### config.mk
export PLATFORM = sky130hd
export DESIGN_NAME = controller_clock_reset
export DESIGN_NICKNAME = d
export VERILOG_FILES = /design/src/design/controller_clock_reset_pkg.sv /design/src/design/controller_clock_reset.sv
export VERILOG_INCLUDE_DIRS = /design/src /design/src/design
export SDC_FILE = /design/constraint.sdc
export NUM_CORES = 1
export LEC_CHECK = 0
export BUFFER_PORTS_ARGS = -buffer_cell sky130_fd_sc_hd__buf_2
export CORE_AREA = 4 4 211 213
export CTS_BUF_LIST = sky130_fd_sc_hd__clkbuf_4 sky130_fd_sc_hd__clkbuf_8
export DETAILED_ROUTE_END_ITERATION = 16
export DIE_AREA = 0 0 215 217
export HOLD_SLACK_MARGIN = 0.08
export PLACE_DENSITY = 0.48
export SYNTH_ARGS = -nofsm -noshare
export SYNTH_HDL_FRONTEND = slang
export SYNTH_SLANG_ARGS = --single-unit
### constraint.sdc
create_clock -name ref_clk_i -period 5.9 [get_ports ref_clk_i]
set_clock_uncertainty 0.15 [all_clocks]
set_input_delay 0.59 -clock ref_clk_i [delete_from_list [all_inputs] [get_ports ref_clk_i]]
set_output_delay 0.59 -clock ref_clk_i [all_outputs]
set_load 0.02 [all_outputs]
### src/design/controller_clock_reset_consts.svh
`ifndef CONTROLLER_CLOCK_RESET_CONSTS_SVH
`define CONTROLLER_CLOCK_RESET_CONSTS_SVH

// register byte addresses on the core's memory-mapped bus
`define CCR_CLK_CTRL_ADDR   16'h7f27
`define CCR_RST_DLY_ADDR    16'h7f2f
`define CCR_HOST_RST_ADDR   16'h7f30
`define CCR_PFI_ADDR        16'h7f31

// reset values
`define CCR_CLK_CTRL_RST    8'h10
`define CCR_RST_DLY_RST     8'h00
`define CCR_HOST_RST_RST    8'h01
`define CCR_PFI_RST         8'h00

// core_clock_control fields
`define CCR_RUN_BIT         0
`define CCR_PDN_BIT         1
`define CCR_ROSC_BIT        4
`define CCR_SEL_BIT         5
`define CCR_FREQ_LSB        6
// reset_release_delay field
`define CCR_STP_LSB         0
`define CCR_STP_W           4
// host reset control fields
`define CCR_HRST_BIT        0
`define CCR_STPCLK_BIT      1
// power-fail irq register field
`define CCR_PGI_BIT         0

// timing, figures in their own unit; clock in kHz
`define CCR_CLK_KHZ         100000
`define CCR_POR_MS          20
`define CCR_PLL_LOCK_US     100
`define CCR_ROSC_START_NS   6000
`define CCR_FS_DELAY_NS     2760
`define CCR_GUARD_NS        2000
`define CCR_HANDOVER_CLKS   4
`define CCR_MC_CLKS         4

// derived cycle counts: least times round up, longest round down
`define CCR_POR_CYC   (`CCR_POR_MS * `CCR_CLK_KHZ)
`define CCR_PLL_CYC   ((`CCR_PLL_LOCK_US * `CCR_CLK_KHZ) / 1000)
`define CCR_ROSC_CYC  ((`CCR_ROSC_START_NS * (`CCR_CLK_KHZ / 1000)) / 1000)
`define CCR_FS_CYC    ((`CCR_FS_DELAY_NS * (`CCR_CLK_KHZ / 1000)) / 1000)
`define CCR_GUARD_CYC \
    ((`CCR_GUARD_NS * (`CCR_CLK_KHZ / 1000) + 999) / 1000)

`endif

### src/design/controller_clock_reset_pkg.sv
package controller_clock_reset_pkg;

    typedef enum logic [4:0] {
        FS_IDLE  = 5'b00001,
        FS_WAIT  = 5'b00010,
        FS_HAND  = 5'b00100,
        FS_GUARD = 5'b01000,
        FS_DONE  = 5'b10000
    } failsafe_state_t;

    typedef struct packed {
        logic pll;
        logic ring;
    } clk_src_t;

    typedef struct packed {
        logic [15:0] addr;
        logic [7:0]  wdata;
        logic        we;
        logic        re;
    } core_bus_req_t;

endpackage

### src/design/controller_clock_reset.sv
// Behaviour
// - standby power-up starts ring, core runs from 00
// - standby reset held 20ms after standby good
// - clearing reset bit sets stop-clock, starts counting
// - 4-bit count sets machine cycles to pin release
// - idle exits only on an interrupt
// - bit0 stops or runs the PLL clock
// - bit1 powers down PLL and clocks
// - PLL stable within 100us after powerup
// - ring-on bit reads live state, writable
// - sleep clears ring-on, wake sets it
// - ring starts within 6us of enable
// - select bit picks PLL or ring, wake clears
// - bits 7:6 choose 12/16/24/32MHz
// - main power-good fall is power fail, starts ring
// - handover starts within 2.76us, two plus two clocks
// - 2us guard, on ring within 6us total
// - power fail raises interrupt to core
// - sleeping or on ring: only flag interrupt
// - on PLL hold internal good; stopped: flash to core
// - flag sits at bit zero of irq register
// - power fail is one of eleven sources
`timescale 1ns/1ns
`include "controller_clock_reset_consts.svh"

module controller_clock_reset #(
    parameter int unsigned POR_CYCLES      = `CCR_POR_CYC,
    parameter int unsigned PLL_LOCK_CYCLES = `CCR_PLL_CYC,
    parameter int unsigned MC_CLKS         = `CCR_MC_CLKS
) (
    // clock and reset
    input  wire logic                                ref_clk_i,
    input  wire logic                                reset_i,
    // core memory-mapped register bus
    input  wire controller_clock_reset_pkg::core_bus_req_t bus_i,
    output logic [7:0]                               bus_rdata_o,
    // power-good pins
    input  wire logic                                standby_power_good_i,
    input  wire logic                                main_power_good_i,
    // core state
    input  wire logic                                core_idle_req_i,
    input  wire logic                                core_sleep_req_i,
    input  wire logic                                core_irq_i,
    input  wire logic                                core_wake_i,
    // resets
    output logic                                     standby_power_on_reset_o,
    output logic                                     core_reset_o,
    output logic [15:0]                              core_start_addr_o,
    output logic                                     host_reset_pin_n_o,
    output logic                                     core_stop_clock_o,
    // clocking
    output controller_clock_reset_pkg::clk_src_t     clk_src_o,
    output logic                                     ring_osc_run_o,
    output logic                                     pll_powerdown_o,
    output logic                                     pll_clock_run_o,
    output logic [1:0]                               core_freq_select_o,
    // power fail, idle and sleep
    output logic                                     internal_power_good_o,
    output logic                                     flash_to_core_o,
    output logic                                     power_fail_irq_o,
    output logic                                     core_idle_o,
    output logic                                     core_sleep_o
);
    import controller_clock_reset_pkg::*;

    localparam logic [7:0] CTL_RST = `CCR_CLK_CTRL_RST;
    localparam logic [7:0] DLY_RST = `CCR_RST_DLY_RST;
    localparam logic [7:0] HRS_RST = `CCR_HOST_RST_RST;
    localparam logic [7:0] PFI_RST = `CCR_PFI_RST;

    function automatic logic cnt_done(input logic [31:0] cnt,
                                      input int unsigned lim);
        cnt_done = (cnt + 32'h1 >= lim);
    endfunction

    // pin synchronisers: three stages, change when stages two and three agree
    logic [2:0] sb_sync_q;
    logic [2:0] mp_sync_q;
    logic       sb_good_q;
    logic       mp_good_q;
    logic       mp_good_dly_q;
    logic       power_fail;

    always_ff @(posedge ref_clk_i)
    begin
        if (reset_i)
        begin
            sb_sync_q     <= 3'h0;
            mp_sync_q     <= 3'h0;
            sb_good_q     <= 1'b0;
            mp_good_q     <= 1'b0;
            mp_good_dly_q <= 1'b0;
        end
        else
        begin
            sb_sync_q <= {sb_sync_q[1:0], standby_power_good_i};
            mp_sync_q <= {mp_sync_q[1:0], main_power_good_i};
            if (sb_sync_q[1] == sb_sync_q[2])
                sb_good_q <= sb_sync_q[2];
            if (mp_sync_q[1] == mp_sync_q[2])
                mp_good_q <= mp_sync_q[2];
            mp_good_dly_q <= mp_good_q;
        end
    end

    assign power_fail = mp_good_dly_q & ~mp_good_q;

    // register file
    logic [1:0] freq_q;
    logic       sel_q;
    logic       rosc_on_q;
    logic       pdn_q;
    logic       run_q;
    logic [3:0] stop_delay_count_q;
    logic       hrst_q;
    logic       stpclk_q;
    logic       pgi_q;
    logic       idle_q;
    logic       sleep_q;
    logic       wr_clk;
    logic       wr_hrst;
    failsafe_state_t fs_q;
    logic [31:0]     fs_cnt_q;
    logic            core_stopped;

    assign wr_clk  = bus_i.we && bus_i.addr == `CCR_CLK_CTRL_ADDR;
    assign wr_hrst = bus_i.we && bus_i.addr == `CCR_HOST_RST_ADDR;
    assign core_stopped = idle_q | stpclk_q;

    always_ff @(posedge ref_clk_i)
    begin
        if (reset_i)
        begin
            {freq_q, sel_q, rosc_on_q} <= CTL_RST[7:4];
            {pdn_q, run_q}             <= CTL_RST[1:0];
        end
        else
        begin
            if (wr_clk)
            begin
                freq_q    <= bus_i.wdata[`CCR_FREQ_LSB +: 2];
                sel_q     <= bus_i.wdata[`CCR_SEL_BIT];
                rosc_on_q <= bus_i.wdata[`CCR_ROSC_BIT];
                pdn_q     <= bus_i.wdata[`CCR_PDN_BIT];
                run_q     <= bus_i.wdata[`CCR_RUN_BIT];
            end
            // hardware events override a same-cycle write
            if (core_sleep_req_i && !sleep_q)
                rosc_on_q <= 1'b0;
            if (sleep_q && core_wake_i)
            begin
                rosc_on_q <= 1'b1;
                sel_q     <= 1'b0;
            end
            if (power_fail)
                rosc_on_q <= 1'b1;
            if (fs_q == FS_WAIT && cnt_done(fs_cnt_q, `CCR_FS_CYC))
                sel_q <= 1'b0;
        end
    end

    always_ff @(posedge ref_clk_i)
    begin
        if (reset_i)
        begin
            stop_delay_count_q <= DLY_RST[3:0];
            hrst_q    <= HRS_RST[0];
        end
        else
        begin
            if (bus_i.we && bus_i.addr == `CCR_RST_DLY_ADDR)
                stop_delay_count_q <= bus_i.wdata[`CCR_STP_LSB +: `CCR_STP_W];
            if (wr_hrst)
                hrst_q <= bus_i.wdata[`CCR_HRST_BIT];
        end
    end

    // power-good interrupt flag: a new event wins over the clear
    always_ff @(posedge ref_clk_i)
    begin
        if (reset_i)
            pgi_q <= PFI_RST[0];
        else if (power_fail)
            pgi_q <= 1'b1;
        else if (bus_i.we && bus_i.addr == `CCR_PFI_ADDR
                 && bus_i.wdata[`CCR_PGI_BIT])
            pgi_q <= 1'b0;
    end

    always_ff @(posedge ref_clk_i)
    begin
        if (reset_i)
            bus_rdata_o <= 8'h00;
        else if (bus_i.re)
        begin
            case (bus_i.addr)
                `CCR_CLK_CTRL_ADDR:
                    bus_rdata_o <= {freq_q, sel_q, rosc_on_q, 2'h0,
                                    pdn_q, run_q};
                `CCR_RST_DLY_ADDR:
                    bus_rdata_o <= {4'h0, stop_delay_count_q};
                `CCR_HOST_RST_ADDR:
                    bus_rdata_o <= {6'h00, stpclk_q, hrst_q};
                `CCR_PFI_ADDR:
                    bus_rdata_o <= {7'h00, pgi_q};
                default:
                    bus_rdata_o <= 8'h00;
            endcase
        end
    end

    // standby power-on reset stretch
    logic [31:0] por_cnt_q;
    logic        por_q;

    always_ff @(posedge ref_clk_i)
    begin
        if (reset_i || !sb_good_q)
        begin
            por_cnt_q <= 32'h0;
            por_q     <= 1'b1;
        end
        else if (por_q)
        begin
            por_cnt_q <= por_cnt_q + 32'h1;
            if (cnt_done(por_cnt_q, POR_CYCLES))
                por_q <= 1'b0;
        end
    end

    // ring oscillator start-up: reported running after the longest start
    logic [31:0] rosc_cnt_q;
    logic        rosc_run_q;

    always_ff @(posedge ref_clk_i)
    begin
        if (reset_i || !rosc_on_q)
        begin
            rosc_cnt_q <= 32'h0;
            rosc_run_q <= 1'b0;
        end
        else if (!rosc_run_q)
        begin
            rosc_cnt_q <= rosc_cnt_q + 32'h1;
            if (cnt_done(rosc_cnt_q, `CCR_ROSC_CYC))
                rosc_run_q <= 1'b1;
        end
    end

    // PLL lock wait after powerdown is released
    logic [31:0] pll_cnt_q;
    logic        pll_stable_q;

    always_ff @(posedge ref_clk_i)
    begin
        if (reset_i || pdn_q || !mp_good_q)
        begin
            pll_cnt_q    <= 32'h0;
            pll_stable_q <= 1'b0;
        end
        else if (!pll_stable_q)
        begin
            pll_cnt_q <= pll_cnt_q + 32'h1;
            if (cnt_done(pll_cnt_q, PLL_LOCK_CYCLES))
                pll_stable_q <= 1'b1;
        end
    end

    // core start: held until the stretched reset ends and the ring runs
    always_ff @(posedge ref_clk_i)
    begin
        if (reset_i || por_q)
            core_reset_o <= 1'b1;
        else if (rosc_run_q)
            core_reset_o <= 1'b0;
    end

    // idle and sleep; an interrupt beats a same-cycle idle request
    always_ff @(posedge ref_clk_i)
    begin
        if (reset_i || core_reset_o)
        begin
            idle_q  <= 1'b0;
            sleep_q <= 1'b0;
        end
        else
        begin
            if (core_irq_i)
                idle_q <= 1'b0;
            else if (core_idle_req_i)
                idle_q <= 1'b1;
            if (sleep_q && core_wake_i)
                sleep_q <= 1'b0;
            else if (core_sleep_req_i)
                sleep_q <= 1'b1;
        end
    end

    // host reset release counted in machine cycles
    logic [7:0] mc_div_q;
    logic       mc_tick;
    logic [3:0] rel_cnt_q;
    logic       hrst_dly_q;

    assign mc_tick = (mc_div_q == 8'(MC_CLKS - 1));

    always_ff @(posedge ref_clk_i)
    begin
        if (reset_i || mc_tick)
            mc_div_q <= 8'h00;
        else
            mc_div_q <= mc_div_q + 8'h01;
    end

    always_ff @(posedge ref_clk_i)
    begin
        if (reset_i)
        begin
            hrst_dly_q         <= HRS_RST[0];
            stpclk_q           <= 1'b0;
            rel_cnt_q          <= 4'h0;
            host_reset_pin_n_o <= 1'b0;
        end
        else
        begin
            hrst_dly_q <= hrst_q;
            if (hrst_q)
            begin
                host_reset_pin_n_o <= 1'b0;
                stpclk_q           <= 1'b0;
            end
            else if (hrst_dly_q)
            begin
                stpclk_q  <= 1'b1;
                rel_cnt_q <= stop_delay_count_q;
                host_reset_pin_n_o <= 1'b0;
            end
            else if (rel_cnt_q != 4'h0)
            begin
                if (mc_tick)
                    rel_cnt_q <= rel_cnt_q - 4'h1;
            end
            else
                host_reset_pin_n_o <= 1'b1;
        end
    end

    // fail-safe sequence; only a core running on the PLL needs it
    always_ff @(posedge ref_clk_i)
    begin
        if (reset_i)
        begin
            fs_q            <= FS_IDLE;
            fs_cnt_q        <= 32'h0;
            flash_to_core_o <= 1'b0;
        end
        else
        begin
            fs_cnt_q <= fs_cnt_q + 32'h1;
            case (fs_q)
                FS_IDLE:
                begin
                    fs_cnt_q <= 32'h0;
                    if (power_fail && !sleep_q && sel_q)
                    begin
                        fs_q            <= FS_WAIT;
                        flash_to_core_o <= core_stopped;
                    end
                end
                FS_WAIT:
                    if (cnt_done(fs_cnt_q, `CCR_FS_CYC))
                    begin
                        fs_q     <= FS_HAND;
                        fs_cnt_q <= 32'h0;
                    end
                FS_HAND:
                begin
                    fs_cnt_q <= 32'h0;
                    if (clk_src_o.ring)
                        fs_q <= FS_GUARD;
                end
                FS_GUARD:
                    if (cnt_done(fs_cnt_q, `CCR_GUARD_CYC))
                        fs_q <= FS_DONE;
                FS_DONE:
                begin
                    fs_q            <= FS_IDLE;
                    flash_to_core_o <= 1'b0;
                end
                default:
                    fs_q <= FS_IDLE;
            endcase
        end
    end

    // break-before-make source switch: both off for the handover clocks
    clk_src_t    want_src;
    logic [31:0] hand_cnt_q;

    assign want_src = sel_q ? clk_src_t'(2'b10) : clk_src_t'(2'b01);

    always_ff @(posedge ref_clk_i)
    begin
        if (reset_i)
        begin
            clk_src_o  <= clk_src_t'(2'b01);
            hand_cnt_q <= 32'h0;
        end
        else if (clk_src_o == want_src)
            hand_cnt_q <= 32'h0;
        else if (clk_src_o != clk_src_t'(2'b00))
            clk_src_o <= clk_src_t'(2'b00);
        else if (cnt_done(hand_cnt_q, `CCR_HANDOVER_CLKS))
            clk_src_o <= want_src;
        else
            hand_cnt_q <= hand_cnt_q + 32'h1;
    end

    // registered outputs
    always_ff @(posedge ref_clk_i)
    begin
        if (reset_i)
        begin
            standby_power_on_reset_o <= 1'b1;
            core_start_addr_o        <= 16'h0000;
            core_stop_clock_o        <= 1'b0;
            ring_osc_run_o           <= 1'b0;
            pll_powerdown_o          <= 1'b0;
            pll_clock_run_o          <= 1'b0;
            core_freq_select_o       <= 2'h0;
            internal_power_good_o    <= 1'b0;
            power_fail_irq_o         <= 1'b0;
            core_idle_o              <= 1'b0;
            core_sleep_o             <= 1'b0;
        end
        else
        begin
            standby_power_on_reset_o <= por_q;
            core_start_addr_o        <= 16'h0000;
            core_stop_clock_o        <= stpclk_q;
            ring_osc_run_o           <= rosc_run_q;
            pll_powerdown_o          <= pdn_q;
            pll_clock_run_o <= run_q & ~pdn_q & pll_stable_q;
            core_freq_select_o       <= freq_q;
            internal_power_good_o <= mp_good_q && fs_q == FS_IDLE;
            power_fail_irq_o         <= pgi_q;
            core_idle_o              <= idle_q;
            core_sleep_o             <= sleep_q;
        end
    end

endmodule

==> flow_metrics.py <==
metrics = {
    "cells_and_area": {
        "n_fill_cell": 4530,
        "multiInputGateArea_um2": 6810,
        "area_delta_synth_final_pct": 15.3,
        "final_common_cell": "dfxtp_1",
        "post_route_cells_drive_above_1_share": 0.109,
        "nNetsFinal": 1556,
        "final_area_um2": 13600,
        "seq_area_um2": 4580,
        "mostFrequentLayoutCells": "229 x dfxtp_1, 216 x nor2_1, 111 x nand2_1, 93 x nand3_1, 82 x xnor2_1",
    },
    "power": {
        "switching_share": 0.229,
        "p_int_w": 0.00262,
        "pwr-share-seq": 0.458,
        "p_per_area_nw_per_um2": 250,
        "clkPwrFrac": 0.524,
        "switchingPower_w": 0.000780,
        "comb_power_share": 0.018,
        "vdd_drop_max_v": 0.000155,
        "p_leak_nw": 4.75,
    },
    "clock_tree": {
        "worstSkewPairLatency_ns": 0.60,
        "postCtsSetupBuffers": 0,
        "postCtsHoldBufs": 9,
        "cts_tree": "built",
        "cts_max_level": 2,
        "cts_root_buffer": "clkbuf_8",
        "numCtsBuffers": 45,
        "clk_path_buf_depth": 3,
        "clk_pin_slew_worst_paths_ns": 0.06,
        "clock-sinks": 229,
        "postCtsResizedCells": 0,
    },
    "drt": {
        "wl_per_cell_um": 13.9,
        "wirelength_mm": 29.2,
        "vias": 10167,
        "dr.pass1.iters": 5,
        "via_per_inst": 4.85,
        "drtAntennaViolNets": 0,
        "drt_iter0_markers": 499,
        "route.detailed.drc": 0,
    },
    "synthesis": {
        "synth-async-reset-ratio": 0,
        "syn-cell-area_um2": 11800,
        "seq_area_frac_synth": 0.388,
        "ys_ff_latch": 229,
        "synth_area_per_cell_um2": 8.09,
        "synth_ff_type": "dfxtp_1",
        "synth_edf_count": 0,
        "synth_cell_types": 72,
        "synth_warnings": 0,
        "syn-instance-count": 1460,
    },
    "global_route": {
        "antenna_found_initial": 1,
        "grt_usage": 0.124,
        "overflow": 0,
        "grt_pass1_wl_mm": 48.9,
        "grt_pass1_vias": 9626,
        "grt_max_degree": 50,
    },
    "worst_setup_path": {
        "crit_path_end": "fs_cnt_q[7]$_SDFF_PP0_",
        "reg2reg_from": "fs_cnt_q[2]$_SDFF_PP0_",
        "cp_max_fo": 30,
        "worst_ep_arrival_time_ns": 4.32,
        "slowest_delay_ns": 0.72,
        "cp-startpoint": "fs_cnt_q[2]$_SDFF_PP0_",
        "required_ns": 6.30,
        "cp_slowest_cell": "nor2_1",
        "setup.worst_path.class": "register to register",
        "ff2ff_path_depth": 8,
        "timing.rr.end": "fs_cnt_q[7]$_SDFF_PP0_",
        "cp-end-kind": "register",
        "ff2ff_setup_slack_ns": 1.98,
        "critPathLaunchType": "register",
        "crit_chain": "nand3_1, nor2_1, a21oi_1, a211o_1, a2111oi_2, nand4b_1, o31a_1, o21ba_1",
    },
    "timing": {
        "max_freq_mhz": 255,
        "fin_crit_sh": 0.664,
        "tightest_slew_ns": 1.15,
        "fin_tns_setup_ns": 0,
        "rsz0062_at_grt": "false",
        "hold_viol_final": 0,
        "fin_crit_ns": 3.92,
        "drv_slew": 0,
        "hold_ws_ns": 0.129,
        "fin_ws_ns": 1.98,
        "setup_viol": 0,
        "slew_headroom": 0.230,
    },
    "floorplan": {
        "die_h_um": 217,
        "rows": 76,
        "start_util": 0.277,
        "io_pins": 74,
        "die_w_um": 215,
        "core_area_um2": 42700,
        "dieArea_um2": 46700,
    },
    "worst_hold_path": {
        "hold_class": "primary input to register",
    },
    "placed_design": {
        "dp_hpwl_mm": 20.5,
        "gp_congestion": 0.845,
        "port_buffers": 57,
        "place_area_um2": 12500,
        "post-place-ws_ns": 2.01,
    },
    "outcome": {
        "run_status": "completed",
    },
    "job": {
        "max-cap-violations": 0,
    },
}
area by class of cell:
type / count / share of cell area
inverter: 27 / 0.00744
antenna: 1 / 0.000184
clock inverter: 16 / 0.0108
sequential: 229 / 0.337
tap: 546 / 0.0502
multi-input combinational: 1139 / 0.500
timing repair buffer: 71 / 0.0303
clock buffer: 67 / 0.0645
kinds of logic after synthesis:
kind of cell / after synthesis / synth area share
xor+xnor: 159 / 0.118
mux: 21 / 0.0186
other cells: 1 / 0.000318
compound gates: 183 / 0.102
flops: 229 / 0.388
fa+ha+maj: 9 / 0.00954
buf+inv: 107 / 0.0402
simple gates: 751 / 0.323
cells in the mapped netlist (5+ instances only):
cell      number  area (µm²)
and2_1        47         294
o22ai_1        6        37.5
xnor2_1       82         718
nand3_1       93         465
dfxtp_1      229        4580
buf_2         10        50.1
nor2b_1       28         175
nand2b_1      11        68.8
a31oi_1       20         125
a211oi_1       8        60.1
nor2_1       216         811
or2_2          7        43.8
nor3_1        54         270
nand3b_1       5        37.5
nand2_1      111         417
nor4_1        24         150
a21oi_1       53         265
mux2_2         8        90.1
ha_1           9         113
a41oi_1        6        52.6
nor3b_1        9        67.6
clkbuf_1      50         188
o31ai_1        6        45.0
and3_1        44         275
mux2i_1       13         130
xor2_1        77         674
o21ai_0       31         155
and4_1        18         158
inv_1         27         101
or3_1         16         100
buf_4         16         120
nand4_1       46         288
a21boi_0       5        37.5
critical path: cells and delay by family, from the launching register on:
kind	cells	cell delay, ns
flops	1	0.50
simple gates	3	1.23
compound gates	5	1.99
state kept, by name (all words and copies together) (netlist names), 2 cells and up:
signal,count
clk_src_o,2
fs_cnt_q,32
pll_cnt_q,32
stop_delay_count_q,4
mc_div_q,8
fs_q,5
freq_q,2
mp_sync_q,3
por_cnt_q,32
rel_cnt_q,4
bus_rdata_o,8
rosc_cnt_q,32
sb_sync_q,3
hand_cnt_q,32
core_freq_select_o,2
per-stage QoR:
stage                     cells  total power [W]   util
after floorplan            1475          0.00163      -
after global placement     2003          0.00165  0.293
after detailed placement   2003          0.00165  0.293
after CTS                  2095          0.00349  0.319
after global routing       2095          0.00356  0.319
final                      2096          0.00340  0.319
power by group through the flow:
| stage | sequential, W | clock [W] | combinational (W) |
|---|---|---|---|
| global route | 0.00156 | 0.00193 | 0.0000690 |
| detailed placement | 0.00159 | 0 | 0.0000578 |
| CTS | 0.00156 | 0.00187 | 0.0000623 |
| floorplan | 0.00159 | 0 | 0.0000417 |
| global placement | 0.00159 | 0 | 0.0000572 |
| finish | 0.00156 | 0.00178 | 0.0000611 |
per-layer routing:
layer | global-route usage | vias to the layer above | part of all wire
li1 | - | 5202 | -
met1 | 0.166 | 4732 | 0.48
met2 | 0.194 | 172 | 0.44
met3 | 0.0278 | 59 | 0.045
met4 | 0.0526 | 2 | 0.031
met5 | 0 | - | 0.00024
worst min path at each step:
stage                            startpoint                            endpoint  slack [ns]  cells after the start
floorplan           mp_sync_q[0]$_SDFF_PP0_             mp_sync_q[1]$_SDFF_PP0_        0.26                      1
global placement     mc_div_q[0]$_SDFF_PP0_              mc_div_q[0]$_SDFF_PP0_        0.28                      1
finish                             bus_i[5]  stop_delay_count_q[3]$_SDFFE_PP0P_        0.13                      3
CTS                                bus_i[5]  stop_delay_count_q[3]$_SDFFE_PP0P_        0.08                      3
global route                       bus_i[4]  stop_delay_count_q[2]$_SDFFE_PP0P_        0.12                      3
detailed placement   mc_div_q[0]$_SDFF_PP0_              mc_div_q[0]$_SDFF_PP0_        0.29                      1
Power figures use the tool's default switching activity.
